<file path="src/core/ubsd_defs.vh">
// Constants for the utility bus select decoder
`ifndef UBSD_DEFS_VH
`define UBSD_DEFS_VH
// Encoded select codes, bank low
`define UBSD_CODE_CLK_ADDR 3'h0
`define UBSD_CODE_CLK_DATA 3'h1
`define UBSD_CODE_KBD 3'h2
`define UBSD_CODE_ROM 3'h3
`define UBSD_CODE_DSKT 3'h4
`define UBSD_CODE_DCMD 3'h5
`define UBSD_CODE_DCTL 3'h6
// Encoded select codes, bank high
`define UBSD_CODE_CPAGE 3'h1
`define UBSD_CODE_CRAM 3'h2
`define UBSD_CODE_SERA 3'h3
`define UBSD_CODE_SERB 3'h4
`define UBSD_CODE_PRN 3'h5
`define UBSD_CODE_IDLE 3'h7
// I/O addresses
`define UBSD_IO_CLK_BASE 16'h0070
`define UBSD_IO_KBD_BASE 16'h0060
`define UBSD_IO_DSKT_PRI 16'h03f0
`define UBSD_IO_DSKT_SEC 16'h0370
`define UBSD_IO_DCMD_PRI 16'h01f0
`define UBSD_IO_DCMD_SEC 16'h0170
`define UBSD_IO_DCTL_PRI 16'h03f6
`define UBSD_IO_DCTL_SEC 16'h0376
`define UBSD_IO_DSTAT_PRI 16'h03f7
`define UBSD_IO_DSTAT_SEC 16'h0377
`define UBSD_IO_CPAGE 16'h0c00
`define UBSD_IO_CRAM_BASE 16'h0800
`define UBSD_IO_SER1_BASE 16'h03f8
`define UBSD_IO_SER2_LO 16'h02f8
`define UBSD_IO_SER2_HI 16'h037f
`define UBSD_IO_PRN1_BASE 16'h03bc
`define UBSD_IO_PRN2_BASE 16'h0378
`define UBSD_IO_PRN3_BASE 16'h0278
`define UBSD_IO_SYSCTL 16'h0092
`define UBSD_IO_FPU_CLR 16'h00f0
// Memory windows, upper 16 address bits
`define UBSD_MEM_SEG_F 16'h000f
`define UBSD_MEM_SEG_E 16'h000e
`define UBSD_MEM_TOP_F 16'hffff
`define UBSD_MEM_TOP_E 16'hfffe
`define UBSD_MEM_LOW_F 16'hfff8
`define UBSD_MEM_LOW_E 16'hfff9
`define UBSD_MEM_EXT_LO 16'hfffa
`define UBSD_MEM_EXT_HI 16'hfffd
// Printer range selects
`define UBSD_PRN_SEL1 2'h0
`define UBSD_PRN_SEL2 2'h1
`define UBSD_PRN_SEL3 2'h2
// Port 92h field positions and reset value
`define UBSD_SYSCTL_RST_BIT 0
`define UBSD_SYSCTL_A20_BIT 1
`define UBSD_SYSCTL_RESET 2'h0
// Clock divisor bit that arms the fpu error mode
`define UBSD_FPU_MODE_BIT 5
`endif

</file>
<file path="src/core/ubsd_decoder.v">
// Utility bus chip select decode, media change, fpu error handshake
// Notes on behaviour
// Bank select low picks first decoder, high picks second, with code.
// Bank low: 000 clock addr write, 001 clock data, 010 keyboard.
// Boot ROM code 011 always for top 64 KB below 1 MB and aliases.
// Lower 64 KB segment and extra top region only when enabled.
// Bank low: 100 diskette, 101 disk command, 110 disk control.
// One setting picks primary or secondary for diskette and disk.
// Bank high: 001 config page 0C00h, 010 config RAM 0800h-08FFh.
// Bank high: 011 serial A, 100 serial B, each range programmable.
// Bank high: 101 printer, one of three ranges, none for range code 3.
// Idle is bank high with code 111; reserved codes never driven.
// Port 92h register drives alternate reset and alternate A20 gate.
// Diskette status reads drive data bit 7 with inverted media change.
// Bit 7 driven only with diskette on, disk off; buffer off then.
// Fpu error reporting only when divisor bit 5 is set.
// Fpu error in reporting mode raises request 13 and interrupt.
// Write to F0h withdraws request 13 and asserts ignore-error.
// Ignore-error holds until error goes away or mode goes off, never without error.
// Two outputs control the low data byte buffer: enable, direction.
`timescale 1ns/100ps
`include "ubsd_defs.vh"

module ubsd_decoder (
    // Clock, reset, enable
    input wire ref_clk_i,
    input wire sys_rst_i,
    input wire clk_en_i,
    // Host cycle, already in this clock domain
    input wire [31:0] addr_i,
    input wire io_rd_i,
    input wire io_wr_i,
    input wire mem_rd_i,
    input wire mem_wr_i,
    input wire [7:0] wr_data_i,
    // Configuration bits
    input wire rom_low_seg_en_i,
    input wire rom_ext_en_i,
    input wire dskt_dec_en_i,
    input wire disk_dec_en_i,
    input wire disk_secondary_i,
    input wire serial_a_second_i,
    input wire serial_b_second_i,
    input wire serial_a_en_i,
    input wire serial_b_en_i,
    input wire [1:0] printer_range_i,
    input wire printer_en_i,
    input wire [7:0] clk_divisor_i,
    // Pins from outside
    input wire media_change_in_i,
    input wire fpu_error_in_n_i,
    // Select outputs
    output reg [2:0] encoded_select_code_o,
    output reg decoder_bank_select_n_o,
    // Data bit 7 and buffer control
    output reg sd7_o,
    output reg sd7_oe_o,
    output reg util_buffer_out_en_n_o,
    output reg util_buffer_direction_o,
    // Port 92h and fpu handshake
    output reg alternate_reset_o,
    output reg alternate_gate_a20_o,
    output reg irq13_o,
    output reg int_o,
    output reg fpu_ignore_error_n_o
);

// Match an I/O address against an aligned window of 2^bits bytes
function in_win;
    input [15:0] a;
    input [15:0] base;
    input [3:0] bits;
    reg [15:0] mask;
    begin
        mask = 16'hffff << bits;
        in_win = ((a & mask) == (base & mask));
    end
endfunction

reg media_s1, media_s2, fpu_error_in_n_s1, fpu_error_in_n_s2;
reg [1:0] sysctl;
reg ignore_err;
reg irq13;
reg [2:0] next_code;
reg next_bank_n;
reg next_sd7_oe;
reg next_oe_n;
reg io_any;
reg fpu_mode;
wire [15:0] ioa;
wire [15:0] mhi;
wire io_cyc;
wire mem_cyc;
wire fpu_error_in_n_act;
wire [15:0] dskt_b, dcmd_b, dctl_b, dstat_a;

assign ioa = addr_i[15:0];
assign mhi = addr_i[31:16];
assign io_cyc = io_rd_i | io_wr_i;
assign mem_cyc = mem_rd_i | mem_wr_i;
assign fpu_error_in_n_act = ~fpu_error_in_n_s2;
// Single setting steers both diskette and disk windows
assign dskt_b = disk_secondary_i ? `UBSD_IO_DSKT_SEC
                                 : `UBSD_IO_DSKT_PRI;
assign dcmd_b = disk_secondary_i ? `UBSD_IO_DCMD_SEC
                                 : `UBSD_IO_DCMD_PRI;
assign dctl_b = disk_secondary_i ? `UBSD_IO_DCTL_SEC
                                 : `UBSD_IO_DCTL_PRI;
assign dstat_a = disk_secondary_i ? `UBSD_IO_DSTAT_SEC
                                  : `UBSD_IO_DSTAT_PRI;

// Pins pass two flops before any logic sees them
// Costs two clocks of latency on media change and cpu error
always @(posedge ref_clk_i) begin
    if (sys_rst_i) begin
        media_s1 <= 1'b0;
        media_s2 <= 1'b0;
        fpu_error_in_n_s1 <= 1'b1;
        fpu_error_in_n_s2 <= 1'b1;
    end else if (clk_en_i) begin
        media_s1 <= media_change_in_i;
        media_s2 <= media_s1;
        fpu_error_in_n_s1 <= fpu_error_in_n_i;
        fpu_error_in_n_s2 <= fpu_error_in_n_s1;
    end
end

// Serial ranges; second range is not aligned so compare bounds
function ser_hit;
    input [15:0] a;
    input second;
    begin
        if (second)
            ser_hit = (a >= `UBSD_IO_SER2_LO) && (a <= `UBSD_IO_SER2_HI);
        else
            ser_hit = in_win(a, `UBSD_IO_SER1_BASE, 4'h3);
    end
endfunction

// Select decode; earlier entries win, so disk control beats diskette
// Serial second range also covers 378h-37Fh, so serial wins over the
// printer there; software keeps the two apart
always @* begin
    next_code = `UBSD_CODE_IDLE;
    next_bank_n = 1'b1;
    io_any = 1'b0;
    if (mem_cyc) begin
        if (mhi == `UBSD_MEM_SEG_F || mhi == `UBSD_MEM_TOP_F ||
            mhi == `UBSD_MEM_LOW_F) begin
            next_code = `UBSD_CODE_ROM;
            next_bank_n = 1'b0;
        end else if (rom_low_seg_en_i && (mhi == `UBSD_MEM_SEG_E ||
                     mhi == `UBSD_MEM_TOP_E ||
                     mhi == `UBSD_MEM_LOW_E)) begin
            next_code = `UBSD_CODE_ROM;
            next_bank_n = 1'b0;
        end else if (rom_ext_en_i && mhi >= `UBSD_MEM_EXT_LO &&
                     mhi <= `UBSD_MEM_EXT_HI) begin
            next_code = `UBSD_CODE_ROM;
            next_bank_n = 1'b0;
        end
    end else if (io_cyc && addr_i[31:16] == 16'h0000) begin
        io_any = 1'b1;
        if (in_win(ioa, `UBSD_IO_CLK_BASE, 4'h3) && !ioa[0]) begin
            // Address latch select is write only
            if (io_wr_i) begin
                next_code = `UBSD_CODE_CLK_ADDR;
                next_bank_n = 1'b0;
            end
        end else if (in_win(ioa, `UBSD_IO_CLK_BASE, 4'h3)) begin
            next_code = `UBSD_CODE_CLK_DATA;
            next_bank_n = 1'b0;
        end else if (in_win(ioa, `UBSD_IO_KBD_BASE, 4'h3) && !ioa[0]) begin
            next_code = `UBSD_CODE_KBD;
            next_bank_n = 1'b0;
        end else if (disk_dec_en_i && in_win(ioa, dctl_b, 4'h1)) begin
            next_code = `UBSD_CODE_DCTL;
            next_bank_n = 1'b0;
        end else if (dskt_dec_en_i && in_win(ioa, dskt_b, 4'h3)) begin
            next_code = `UBSD_CODE_DSKT;
            next_bank_n = 1'b0;
        end else if (disk_dec_en_i && in_win(ioa, dcmd_b, 4'h3)) begin
            next_code = `UBSD_CODE_DCMD;
            next_bank_n = 1'b0;
        end else if (ioa == `UBSD_IO_CPAGE) begin
            next_code = `UBSD_CODE_CPAGE;
        end else if (in_win(ioa, `UBSD_IO_CRAM_BASE, 4'h8)) begin
            next_code = `UBSD_CODE_CRAM;
        end else if (serial_a_en_i && ser_hit(ioa, serial_a_second_i)) begin
            next_code = `UBSD_CODE_SERA;
        end else if (serial_b_en_i && ser_hit(ioa, serial_b_second_i)) begin
            next_code = `UBSD_CODE_SERB;
        end else if (printer_en_i) begin
            case (printer_range_i)
            `UBSD_PRN_SEL1: begin
                if (in_win(ioa, `UBSD_IO_PRN1_BASE, 4'h2))
                    next_code = `UBSD_CODE_PRN;
            end
            `UBSD_PRN_SEL2: begin
                if (in_win(ioa, `UBSD_IO_PRN2_BASE, 4'h3))
                    next_code = `UBSD_CODE_PRN;
            end
            `UBSD_PRN_SEL3: begin
                if (in_win(ioa, `UBSD_IO_PRN3_BASE, 4'h3))
                    next_code = `UBSD_CODE_PRN;
            end
            default: begin
                next_code = `UBSD_CODE_IDLE;
            end
            endcase
        end
    end
end

// Media change bit and buffer enable for the status read
// Both decodes on: disk control answers the status read through the buffer
always @* begin
    next_sd7_oe = 1'b0;
    next_oe_n = 1'b1;
    if (io_rd_i && !mem_cyc && addr_i[31:16] == 16'h0000 &&
        ioa == dstat_a && dskt_dec_en_i) begin
        if (!disk_dec_en_i)
            next_sd7_oe = 1'b1;
        else
            next_oe_n = 1'b0;
    end else if (!mem_cyc && io_any && next_code != `UBSD_CODE_IDLE) begin
        next_oe_n = 1'b0;
    end else if (mem_cyc && next_code == `UBSD_CODE_ROM) begin
        next_oe_n = 1'b0;
    end
end

// Outputs are all registered, so they lag the cycle by one clock
always @(posedge ref_clk_i) begin
    if (sys_rst_i) begin
        encoded_select_code_o <= `UBSD_CODE_IDLE;
        decoder_bank_select_n_o <= 1'b1;
        sd7_o <= 1'b0;
        sd7_oe_o <= 1'b0;
        util_buffer_out_en_n_o <= 1'b1;
        util_buffer_direction_o <= 1'b0;
    end else if (clk_en_i) begin
        encoded_select_code_o <= next_code;
        decoder_bank_select_n_o <= next_bank_n;
        // Bit 7 value runs free; only its enable follows the read
        sd7_o <= ~media_s2;
        sd7_oe_o <= next_sd7_oe;
        util_buffer_out_en_n_o <= next_oe_n;
        // High carries data from utility bus to system bus on reads
        util_buffer_direction_o <= io_rd_i | mem_rd_i;
    end
end

// Port 92h register
always @(posedge ref_clk_i) begin
    if (sys_rst_i) begin
        sysctl <= `UBSD_SYSCTL_RESET;
        alternate_reset_o <= 1'b0;
        alternate_gate_a20_o <= 1'b0;
    end else if (clk_en_i) begin
        if (io_wr_i && !mem_cyc && addr_i == {16'h0000, `UBSD_IO_SYSCTL})
            sysctl <= {wr_data_i[`UBSD_SYSCTL_A20_BIT],
                       wr_data_i[`UBSD_SYSCTL_RST_BIT]};
        alternate_reset_o <= sysctl[0];
        alternate_gate_a20_o <= sysctl[1];
    end
end

// Fpu error handshake; error gone or mode off beats an F0h write
// An F0h write with the error active drops the request and hands
// over to ignore-error, which then holds off a new request
always @* begin
    fpu_mode = clk_divisor_i[`UBSD_FPU_MODE_BIT];
end

always @(posedge ref_clk_i) begin
    if (sys_rst_i) begin
        irq13 <= 1'b0;
        ignore_err <= 1'b0;
        irq13_o <= 1'b0;
        int_o <= 1'b0;
        fpu_ignore_error_n_o <= 1'b1;
    end else if (clk_en_i) begin
        if (!fpu_mode || !fpu_error_in_n_act) begin
            irq13 <= 1'b0;
            ignore_err <= 1'b0;
        end else if (io_wr_i && !mem_cyc &&
                     addr_i == {16'h0000, `UBSD_IO_FPU_CLR}) begin
            irq13 <= 1'b0;
            ignore_err <= 1'b1;
        end else if (!ignore_err) begin
            irq13 <= 1'b1;
        end
        irq13_o <= irq13;
        int_o <= irq13;
        // Gated by the synced error, so it never rises without it;
        // release trails the pin by the two sync flops and the output flop
        fpu_ignore_error_n_o <= ~(ignore_err & fpu_error_in_n_act);
    end
end

endmodule // ubsd_decoder

</file>
<file path="config.mk">
export PLATFORM = sky130hd
export DESIGN_NAME = ubsd_decoder
export DESIGN_NICKNAME = d
export VERILOG_FILES = /design/src/core/ubsd_decoder.v
export VERILOG_INCLUDE_DIRS = /design/src /design/src/core
export SDC_FILE = /design/constraint.sdc
export NUM_CORES = 1
export LEC_CHECK = 0
export ABC_AREA = 0
export BUFFER_PORTS_ARGS = -buffer_cell sky130_fd_sc_hd__buf_2
export CORE_ASPECT_RATIO = 0.5
export CORE_UTILIZATION = 47
export DETAILED_ROUTE_END_ITERATION = 7
export HOLD_SLACK_MARGIN = 0.15
export PLACE_DENSITY_LB_ADDON = 0.25
export SLEW_MARGIN = 0
export SYNTH_ARGS = -nofsm -noshare
export SYNTH_HDL_FRONTEND = slang
export SYNTH_SLANG_ARGS = --single-unit
export TNS_END_PERCENT = 30
</file>
<file path="constraint.sdc">
create_clock -name ref_clk_i -period 5.1 [get_ports ref_clk_i]
set_input_delay 0.51 -clock ref_clk_i [delete_from_list [all_inputs] [get_ports ref_clk_i]]
set_output_delay 0.51 -clock ref_clk_i [all_outputs]
set_load 0.03 [all_outputs]
</file>
Word-level counts from Yosys, hierarchy flattened

Cells that the tools add are included.

Flip-flop bits (word level): 20
Input port bits: 69
Output and inout port bits: 13
Logic and storage cells: 161

Magnitude comparators: 4
Equal/unequal tests: 25
Mux-type cells: 72
Bitwise logic cells: 7
Reduce and logical (&&, ||, !) cells: 36

Operator list:

| cell                                                                     | number |
|---|---|
| 16-bit equality test (second input constant)                             | 4 |
| 32-bit by 8-bit equality test with 1-bit output (second input constant)  | 2 |
| 3-bit 2-to-1 mux                                                         | 17 |
| 1-bit 2-to-1 mux                                                         | 47 |
| 13-bit by 7-bit equality test with 1-bit output (second input constant)  | 3 |
| 16-bit by 4-bit equality test with 1-bit output (second input constant)  | 2 |
| 8-bit 2-to-1 mux                                                         | 4 |
| 13-bit by 4-bit equality test with 1-bit output (second input constant)  | 2 |
| 1-bit logical AND                                                        | 22 |
| 16-bit by 10-bit equality test with 1-bit output                         | 1 |
| 16-bit by 12-bit equality test with 1-bit output (second input constant) | 1 |
| 16-bit by 10-bit >= comparator with 1-bit output (second input constant) | 1 |
| 16-bit >= comparator (second input constant)                             | 1 |
| 16-bit by 10-bit <= comparator with 1-bit output (second input constant) | 1 |
| 16-bit <= comparator (second input constant)                             | 1 |
| 16-bit logical NOT                                                       | 1 |
| 15-bit by 9-bit equality test with 1-bit output                          | 1 |
| 14-bit by 8-bit equality test with 1-bit output (second input constant)  | 1 |
| 13-bit by 6-bit equality test with 1-bit output                          | 1 |
| 13-bit by 7-bit equality test with 1-bit output                          | 1 |
| 3-bit one-hot mux with 3 select lines                                    | 1 |
| 8-bit by 4-bit equality test with 1-bit output (second input constant)   | 1 |
| 2-bit 2-to-1 mux                                                         | 3 |
| 2-bit AND reduction                                                      | 3 |
| 12 further kinds                                                         | 22 |

Longest topological paths before layout

Gate-level depths: netlist of run 1.

Word-level depth: 43
Mapped depth: 8
Depth with buffers taken out: 7

Worst setup path before layout of run 1

OpenSTA, ideal clock, no wires.

Kind: input-to-reg
From: input addr_i[8]
To: register util_buffer_out_en_n_o
Library setup time: 0.057 ns
Arrival: 2.137 ns
Required time: 5.043 ns
Setup slack: 2.906 ns
Stages on the path: 8
Buffers on the path: 1
Path through: buf_6 nor3_4 or3b_4 o31a_1 o21ba_1 o221a_1 a21oi_1 o32a_2

Word-level cells in the longest chain between the ends: 32
Elaborated cells between the ends (all ways): 71
Those cells by class: order compare (2); eq/ne (14); mux (43); reduce/logical (12)

RTL lines:

| item                                                                                                                           | RTL line           | RTL |
|---|---|---|
| start, declared                                                                                                                | ubsd_decoder.v:30  | `input wire [31:0] addr_i,` |
| 16-bit by 10-bit >= comparator with 1-bit output (no line) or 16-bit by 10-bit <= comparator with 1-bit output (tied branches) | --                 |  |
| 1-bit logical AND                                                                                                              | ubsd_decoder.v:134 | `` ser_hit = (a >= `UBSD_IO_SER2_LO) && (a <= `UBSD_IO_SER2_HI); `` |
| 1-bit 2-to-1 mux                                                                                                               | ubsd_decoder.v:133 | `if (second)` |
| 1-bit 2-to-1 mux                                                                                                               | ubsd_decoder.v:189 | `end else if (serial_a_en_i && ser_hit(ioa, serial_a_second_i)) begin` |
| 1-bit 2-to-1 mux                                                                                                               | ubsd_decoder.v:187 | `` end else if (in_win(ioa, `UBSD_IO_CRAM_BASE, 4'h8)) begin `` |
| 1-bit 2-to-1 mux                                                                                                               | ubsd_decoder.v:185 | `` end else if (ioa == `UBSD_IO_CPAGE) begin `` |
| 1-bit 2-to-1 mux                                                                                                               | ubsd_decoder.v:182 | `end else if (disk_dec_en_i && in_win(ioa, dcmd_b, 4'h3)) begin` |
| 1-bit 2-to-1 mux                                                                                                               | ubsd_decoder.v:179 | `end else if (dskt_dec_en_i && in_win(ioa, dskt_b, 4'h3)) begin` |
| [16 not listed]                                                                                                                | --                 |  |
| 3-bit 2-to-1 mux                                                                                                               | ubsd_decoder.v:164 | `` if (in_win(ioa, `UBSD_IO_CLK_BASE, 4'h3) && !ioa[0]) begin `` |
| 3-bit 2-to-1 mux                                                                                                               | ubsd_decoder.v:162 | `end else if (io_cyc && addr_i[31:16] == 16'h0000) begin` |
| 3-bit 2-to-1 mux                                                                                                               | ubsd_decoder.v:147 | `if (mem_cyc) begin` |
| 3-bit by 2-bit equality test with 1-bit output (no line)                                                                       | --                 |  |
| 1-bit logical AND (no line)                                                                                                    | --                 |  |
| 1-bit 2-to-1 mux                                                                                                               | ubsd_decoder.v:228 | `` end else if (mem_cyc && next_code == `UBSD_CODE_ROM) begin `` |
| 1-bit 2-to-1 mux                                                                                                               | ubsd_decoder.v:226 | `` end else if (!mem_cyc && io_any && next_code != `UBSD_CODE_IDLE) begin `` |
| 1-bit 2-to-1 mux (*)                                                                                                           | ubsd_decoder.v:220 | `if (io_rd_i && !mem_cyc && addr_i[31:16] == 16'h0000 &&` |
| end signal, assigned                                                                                                           | ubsd_decoder.v:248 | `util_buffer_out_en_n_o <= next_oe_n;` |
| end, declared                                                                                                                  | ubsd_decoder.v:58  | `output reg util_buffer_out_en_n_o,` |

Mark *: on every way between the ends. The rest lies on a longest branch, timed or not. The select of a mux whose other input is x is not followed.
A chain may end at the register's enable or synchronous reset.

Worst setup path in the final report of run 1

From: input addr_i[12]
To: register encoded_select_code_o[2]

Word-level cells in the longest chain between the ends: 27
Elaborated cells between the ends (all ways): 53
Those cells by class: order compare (2); eq/ne (8); mux (35); reduce/logical (8)

RTL lines:

| item                                                                                                                           | RTL line           | RTL |
|---|---|---|
| 16-bit by 10-bit >= comparator with 1-bit output (no line) or 16-bit by 10-bit <= comparator with 1-bit output (tied branches) | --                 |  |
| 1-bit logical AND                                                                                                              | ubsd_decoder.v:134 |  |
| 1-bit 2-to-1 mux                                                                                                               | ubsd_decoder.v:133 |  |
| 1-bit 2-to-1 mux                                                                                                               | ubsd_decoder.v:189 |  |
| 1-bit 2-to-1 mux                                                                                                               | ubsd_decoder.v:187 |  |
| 1-bit 2-to-1 mux                                                                                                               | ubsd_decoder.v:185 |  |
| 1-bit 2-to-1 mux                                                                                                               | ubsd_decoder.v:182 |  |
| 1-bit 2-to-1 mux                                                                                                               | ubsd_decoder.v:179 |  |
| [11 not listed]                                                                                                                | --                 |  |
| 3-bit 2-to-1 mux                                                                                                               | ubsd_decoder.v:182 |  |
| 3-bit 2-to-1 mux                                                                                                               | ubsd_decoder.v:179 |  |
| 3-bit 2-to-1 mux                                                                                                               | ubsd_decoder.v:176 | `end else if (disk_dec_en_i && in_win(ioa, dctl_b, 4'h1)) begin` |
| 3-bit 2-to-1 mux                                                                                                               | ubsd_decoder.v:173 | `` end else if (in_win(ioa, `UBSD_IO_KBD_BASE, 4'h3) && !ioa[0]) begin `` |
| 3-bit 2-to-1 mux                                                                                                               | ubsd_decoder.v:170 | `` end else if (in_win(ioa, `UBSD_IO_CLK_BASE, 4'h3)) begin `` |
| 3-bit 2-to-1 mux (*)                                                                                                           | ubsd_decoder.v:164 |  |
| 3-bit 2-to-1 mux (*)                                                                                                           | ubsd_decoder.v:162 |  |
| 3-bit 2-to-1 mux (*)                                                                                                           | ubsd_decoder.v:147 |  |
| end signal, assigned                                                                                                           | ubsd_decoder.v:236 | `` encoded_select_code_o <= `UBSD_CODE_IDLE; `` |
| end signal, assigned                                                                                                           | ubsd_decoder.v:243 | `encoded_select_code_o <= next_code;` |
| end, declared                                                                                                                  | ubsd_decoder.v:53  | `output reg [2:0] encoded_select_code_o,` |

Marked as above.

==> metrics.md, run 1 <==
| Metric | Value |
|---|---|
| Clk_lat worst skew | 250 ps |
| Setup CP Type | in -> reg |
| Fill cell count | 255 |
| RSZ-0062 raised after global routing | false |
| Top cells by count, synth | 24 x nor2_1, 20 x dfxtp_1, 9 x o21ai_0 |
| Worst-path clk slew | 70 ps |
| Post-CTS Setup Bufs | 0 |
| First-pass GRT wire length | 5780 um |
| Skew final | 4.56 ps |
| Detailed Place HPWL | 2940 um |
| Post-Syn Nets | 246 |
| Lkg Pwr | 0.764 nW |
| Vert. Die Dim | 40.8 um |
| Routed WL per cell | 13.7 um |
| Vias in the first global route | 1320 |
| Core box area | 0.00272 mm^2 |
| Root Driver | clkbuf_8 |
| Yosys warning total | 0 |
| Critical Path Max Stage Delay | 590 ps |
| Worst slew margin | 58.8% |
| Slew Limit Fails | 0 |
| Netlist cell types | 55 |
| I/O pin cnt | 82 |
| Seq/Total Area, Yosys | 28.3% |
| Starting Density | 52.1% |
| Pwr/cell area | 213 mW/mm^2 |
| DP Area | 0.00176 mm^2 |
| # diodes | 0 |
| Total global routing track utilization | 23.8% |
| Fin crit period | 2310 ps |
| IR drop worst, VDD | 0.162 mV |
| Slowest cell on crit path | nor4_4 |
| Initial antenna violation count | 0 |
| Met2 wire len | 1730 um |
| Horiz. Die Dim | 79.6 um |
| Clock sink total | 20 |
| Final Core Density | 67.3% |
| Period utilization | 45.2% |
| Ys async rst share | 0% |
| P_sw | 0.0931 mW |
| Logic pwr share | 18.8% |
| M1 WL | 1770 um |
| Synth Cell Area | 0.00142 mm^2 |
| Fin area | 0.00183 mm^2 |
| Met3 Wirelength | 284 um |
| Critical path capture point type | register |
| Row cnt | 13 |
| Slew @ Worst Pin | 614 ps |
| Top post-synthesis cells by area | dfxtp_1 28%, nor2_1 6.4%, mux2i_1 5.7% |
| Worst Path Required | 5240 ps |
| Max Used Layer | met4 |
| WL final | 3800 um |
| Number of synthesized register bits | 20 |
| Clk pwr share | 39.3% |
| Area grow syn2layout | 29.3% |
| Status | completed |
| DRT Pass-1 Iters | 4 |
| Setup violators final | 0 |
| Internal power | 0.296 mW |
| Placer congestion estimate | 0.962 |
| Final Hold Violating Endpoints | 0 |
| Critical path fanouts, max | 10 |
| Post-CTS resize count | 0 |
| I/O Buffers | 68 |
| Htree depth | 1 |
| Routed vias/inst | 5.77 |
| Switching part of the total | 23.9% |
| Largest net degree at the start of global routing | 25 |
| Area leader, netlist | dfxtp_1 |
| Share of total power in sequential cells | 41.9% |
| Main synth FF type | dfxtp_1 |
| Syn Area/Cell | 7.99 um^2 |
| Hold_buf cts | 0 |
| Most frequent cell after synthesis | nor2_1 |
| CTS buffer count | 3 |
| Critical path arrival | 2440 ps |
| Crit path cell chain | buf_2, nor4_4, nand2_1, o31ai_1, or4_1, o221a_1, a21oi_1, or2_1 |
| CTS tree | built |
| Cells after Synth | 177 |
| Clk buf depth | 2 |
| # DRC | 0 |
| Final setup TNS | 0 ps |
| Worst hold path type | reg -> reg |
| Final #Nets | 311 |
| Starting DRT DRC Count | 111 |
| DIE AREA | 0.00325 mm^2 |
| Antenna Nets Post-Route | 0 |
| Share of the synthesized area in the top cell type | 28.3% |
| GRT overflow | 0 |
| Share of layout cells above drive strength 1 | 32.8% |
| Fmax | 0.434 GHz |
| Number of synthesized flops with an enable pin | 0 |
| Maxcap violations | 0 |
| DR vias | 1604 |
| Critical path startpoint category | input port |
==> registers in the layout (all words and copies together) (netlist names) <==
name                     flops
util_buffer_direction_o      1
alternate_gate_a20_o         1
decoder_bank_select_n_o      1
sd7_o                        1
media_s1                     1
sd7_oe_o                     1
fpu_error_in_n_s2            1
fpu_ignore_error_n_o         1
irq13                        1
alternate_reset_o            1
util_buffer_out_en_n_o       1
media_s2                     1
sysctl                       2
encoded_select_code_o        3
ignore_err                   1
irq13_o                      1
fpu_error_in_n_s1            1
==> power by group through the flow <==
stage                     Combinational (mW)  Sequential, mW  Clock, mW
after global placement                0.0705           0.166          0
after global routing                  0.0806           0.163      0.162
final                                 0.0732           0.163      0.153
after detailed placement              0.0725           0.167          0
after floorplan                       0.0318           0.171          0
after CTS                             0.0728           0.163      0.157
==> final timing paths <==
| kind | slack, ps | cells after the start | endpoint | startpoint |
|---|---|---|---|---|
| worst min register to register | 460 | 1 | fpu_error_in_n_s2 | fpu_error_in_n_s1 |
| worst max register to register | 4190 | 4 | irq13 | fpu_error_in_n_s2 |
| worst max-delay path | 2790 | 8 | encoded_select_code_o[2] | addr_i[12] |
| worst min-delay path | 460 | 1 | fpu_error_in_n_s2 | fpu_error_in_n_s1 |
==> final cells by class <==
cell class	instances	area (um^2)	share of cell area [%]
timing repair buffer	68	340	18.6
tap	37	46.3	2.53
clock buffer	3	41.3	2.26
multi-input combinational	147	963	52.7
sequential	20	400	21.9
clock inverter	1	30.0	1.64
inverter	2	7.51	0.410
==> cell families (layout without fill, tap and decap cells) <==
| logic type | after synthesis | after routing | share of synthesized area [%] |
|---|---|---|---|
| buffers and inverters | 10 | 74 | 3.63 |
| muxes | 8 | 8 | 5.66 |
| xor gates and xnor gates | 1 | 1 | 0.619 |
| and+or+nand+nor | 94 | 94 | 39.5 |
| DFF | 20 | 20 | 28.3 |
| AOI/OAI and AO/OA | 44 | 44 | 22.3 |
==> critical path: cells and delay by family <==
family,cells,cell delay (ps)
simple gates,4,1150
buf+inv,1,110
compound gates,3,660
==> placed cells by master, fill, tap and decap left out, drive strengths merged, types with 7 or more instances in the layout <==
master and n:
nand3 9, mux2i 8, o21ai 9, nor4 9
buf 68, nor2 24, a21oi 7, nor3 9
dfxtp 20, nand2 8
==> per-stage QoR <==
stage	power, mW	hold slack [ps]	setup slack [ps]	std cells
2_1_floorplan	0.202	416	2910	177
3_3_place_gp	0.237	436	2620	274
3_5_place_dp	0.239	445	2590	274
4_1_cts	0.393	462	2850	278
5_1_grt	0.406	473	2670	278
6_report	0.389	462	2790	278
==> routing by layer <==
| metal | track usage, % | up-vias |
|---|---|---|
| met2 | 44.9 | 59 |
| met3 | 2.67 | 2 |
| met4 | 7.27 | 0 |
| met1 | 30.0 | 724 |
| li1 | - | 819 |
| met5 | 0 | - |
Power figures use the tool's default switching activity.
==> run 2: changes to the inputs <==
--- a/config.mk
+++ b/config.mk
@@ -9,7 +9,7 @@
 export ABC_AREA = 0
 export BUFFER_PORTS_ARGS = -buffer_cell sky130_fd_sc_hd__buf_2
 export CORE_ASPECT_RATIO = 0.5
-export CORE_UTILIZATION = 47
+export CORE_UTILIZATION = 44
 export DETAILED_ROUTE_END_ITERATION = 7
 export HOLD_SLACK_MARGIN = 0.15
 export PLACE_DENSITY_LB_ADDON = 0.25
==> constraint.sdc (replaced) <==
create_clock -name ref_clk_i -period 2.4 [get_ports ref_clk_i]
set_input_delay 0.24 -clock ref_clk_i [delete_from_list [all_inputs] [get_ports ref_clk_i]]
set_output_delay 0.24 -clock ref_clk_i [all_outputs]
set_load 0.03 [all_outputs]
==> run 2 against run 1 <==
Against the previous run: routed wire length decreased by 4.9%; critical path depth unchanged; sequential power rose by 110%; count of clock-buffer cells in the layout stayed put; clock power up 35%; clock skew decreased by 4.4 ps; non-clock buffer count grew 1; via count decreased by 0.81%.
==> metrics.md, run 2 (synthesized netlist as in run 1, its figures left out) <==
| Metric | Value |
|---|---|
| Status | completed (unchanged) |
| Critical path arrival | 2070 ps (was 2440 ps) |
| Post-CTS Setup Bufs | 0 (unchanged) |
| Worst slew margin | 71.4% (was 58.8%) |
| DP Area | 0.00177 mm^2 (was 0.00176 mm^2) |
| Worst r2r src | fpu_error_in_n_s2 (unchanged) |
| Fin area | 0.00181 mm^2 (was 0.00183 mm^2) |
| Worst Path Required | 2540 ps (was 5240 ps) |
| Fill cell count | 308 (was 255) |
| I/O pin cnt | 82 (unchanged) |
| Vert. Die Dim | 42.1 um (was 40.8 um) |
| CTS tree | built (unchanged) |
| WL final | 3610 um (was 3800 um) |
| RSZ-0062 raised after global routing | false (unchanged) |
| Crit path cell chain | buf_2, nor3_4, or3b_4, o31ai_1, or4_1, o221a_1, a21oi_1, or2_1 (was buf_2, nor4_4, nand2_1, o31ai_1, or4_1, o221a_1, a21oi_1, or2_1) |
| CP delay by family, top | simple AND/OR/NAND/NOR gates (unchanged) |
| Critical Path Max Stage Delay | 430 ps (was 590 ps) |
| Root Driver | clkbuf_8 (unchanged) |
| Period utilization | 80.3% |
| P_sw | 0.188 mW (was 0.0931 mW) |
| Skew final | 0.117 ps (was 4.56 ps) |
| DRT Pass-1 Iters | 4 (unchanged) |
| Setup CP Type | in -> reg (unchanged) |
| Horiz. Die Dim | 82.2 um (was 79.6 um) |
| I/O Buffers | 68 (unchanged) |
| Clk_lat worst skew | 250 ps (about the same) |
| Share of layout cells above drive strength 1 | 32.8% (unchanged) |
| Post-CTS resize count | 0 (unchanged) |
| Slowest cell on crit path | or3b_4 (was nor4_4) |
| Commonest non-fill, non-tap cell in the layout | buf_2 (unchanged) |
| Internal power | 0.519 mW (was 0.296 mW) |
| Critical path startpoint category | input port (unchanged) |
| Starting DRT DRC Count | 134 (was 111) |
| Vias in the first global route | 1408 (was 1320) |
| # DRC | 0 (unchanged) |
| Final worst slack | 473 ps (was 2790 ps) |
| Hold_buf cts | 0 (unchanged) |
| Detailed Place HPWL | 2950 um (was 2940 um) |
| Hold slack | 193 ps (was 462 ps) |
| Row cnt | 14 (was 13) |
| Clk buf depth | 2 (unchanged) |
| Fmax | 0.519 GHz |
| Multi-input gate area | 963 um^2 (unchanged) |
| Slew @ Worst Pin | 429 ps (was 614 ps) |
| IR drop worst, VDD | 0.386 mV (was 0.162 mV) |
| Setup violators final | 0 (unchanged) |
| Critical path capture point type | register (unchanged) |
| Routed vias/inst | 5.66 (was 5.77) |
| Reg2Reg Setup Slack | 1530 ps (was 4190 ps) |
| Area grow syn2layout | 27.9% (was 29.3%) |
| Clock sink total | 20 (unchanged) |
| Logic pwr share | 21.9% (was 18.8%) |
| Crit path launch | addr_i[8] (was addr_i[12]) |
| Most frequent cells in the layout | 68 x buf_2, 24 x nor2_1, 20 x dfxtp_1 (unchanged) |
| RR Endpoint | irq13 (unchanged) |
| Final Hold Violating Endpoints | 0 (unchanged) |
| Total global routing track utilization | 22.1% (was 23.8%) |
| Clk pwr share | 29.2% (was 39.3%) |
| Share of total power in sequential cells | 48.9% (was 41.9%) |
| DIE AREA | 0.00346 mm^2 (was 0.00325 mm^2) |
| Final #Nets | 312 (was 311) |
| Final setup TNS | 0 ps (unchanged) |
| Total power | 0.708 mW (was 0.389 mW) |
| R2R depth | 4 (unchanged) |
| Initial antenna violation count | 0 (unchanged) |
| Antenna Nets Post-Route | 0 (unchanged) |
| Critical path fanouts, max | 9 (was 10) |
| GRT overflow | 0 (unchanged) |
| Critical path endpoint | encoded_select_code_o[2] (unchanged) |
| Seq. cell area | 400 um^2 (unchanged) |
| Pwr/cell area | 391 mW/mm^2 (was 213 mW/mm^2) |
| Worst hold path type | in -> reg (was reg -> reg) |
| Fin crit period | 1930 ps |
| Worst-path clk slew | 70 ps (about the same) |
| Slew Limit Fails | 0 (unchanged) |
| Final Core Density | 59.7% (was 67.3%) |
| # diodes | 0 (unchanged) |
| Biggest register | encoded_select_code_o (unchanged) |
| Buffers and inverters on the worst path | 1 (unchanged) |
| Switching part of the total | 26.6% (was 23.9%) |
| Starting Density | 46.7% (was 52.1%) |
| Number of flip-flops in the largest register | 3 (unchanged) |
| Largest net degree at the start of global routing | 25 (unchanged) |
| Core box area | 0.00303 mm^2 (was 0.00272 mm^2) |
| DR vias | 1591 (was 1604) |
| Total placed cells including tap cells | 278 (was 274) |
| Htree depth | 1 (unchanged) |
| Routed WL per cell | 12.9 um (was 13.7 um) |
| Regs by FF count | encoded_select_code_o (3), sysctl (2) (unchanged) |
| Lkg Pwr | 0.755 nW (was 0.764 nW) |
| Crit. path cell count | 8 (unchanged) |
| Maxcap violations | 0 (unchanged) |
| CTS buffer count | 3 (unchanged) |
| DP Worst Slack | 235 ps (was 2590 ps) |
| Final Non-Filler Cells | 281 (was 278) |
| First-pass GRT wire length | 5870 um (was 5780 um) |
| Placer congestion estimate | 0.899 (was 0.962) |
run 2: layout make-up:
class / count / area share, %
clock buffer: 3 / 2.28
inverter: 2 / 0.415
multi-input combinational: 147 / 53.2
sequential: 20 / 22.1
tap: 40 / 2.76
timing repair buffer: 69 / 19.2
run 2: worst reg2reg max path, cell delays in order, from the launching register on:
cell	delay, ps
dfxtp_1	310
nand2b_1	130
a21oi_1	170
o21ai_0	110
nor2_1	90
run 2: how the worst min path moves through the flow:
stage	from	endpoint	cells past startpoint
finish	fpu_error_in_n_i	fpu_error_in_n_s1	2
global route	fpu_error_in_n_i	fpu_error_in_n_s1	2
detailed placement	media_s2	sd7_o	1
CTS	fpu_error_in_n_i	fpu_error_in_n_s1	2
global placement	media_s2	sd7_o	1
floorplan	fpu_error_in_n_i	fpu_error_in_n_s1	1
run 2: routing by layer:
layer / vias to the layer above / wire length (um) / track usage (%)
li1: 813 / - / -
met5: - / 0 / 0
met1: 716 / 1670 / 29.4
met2: 58 / 1680 / 37.2
met3: 4 / 236 / 2.39
met4: 0 / 25 / 7.37
run 2: power groups by stage:
stage                     clock network, mW  registers (mW)  logic [mW]
final                                 0.207           0.346       0.155
after floorplan                           0           0.362      0.0676
after detailed placement                  0           0.354       0.155
after CTS                             0.216           0.346       0.155
after global routing                  0.228           0.347       0.173
after global placement                    0           0.353       0.151
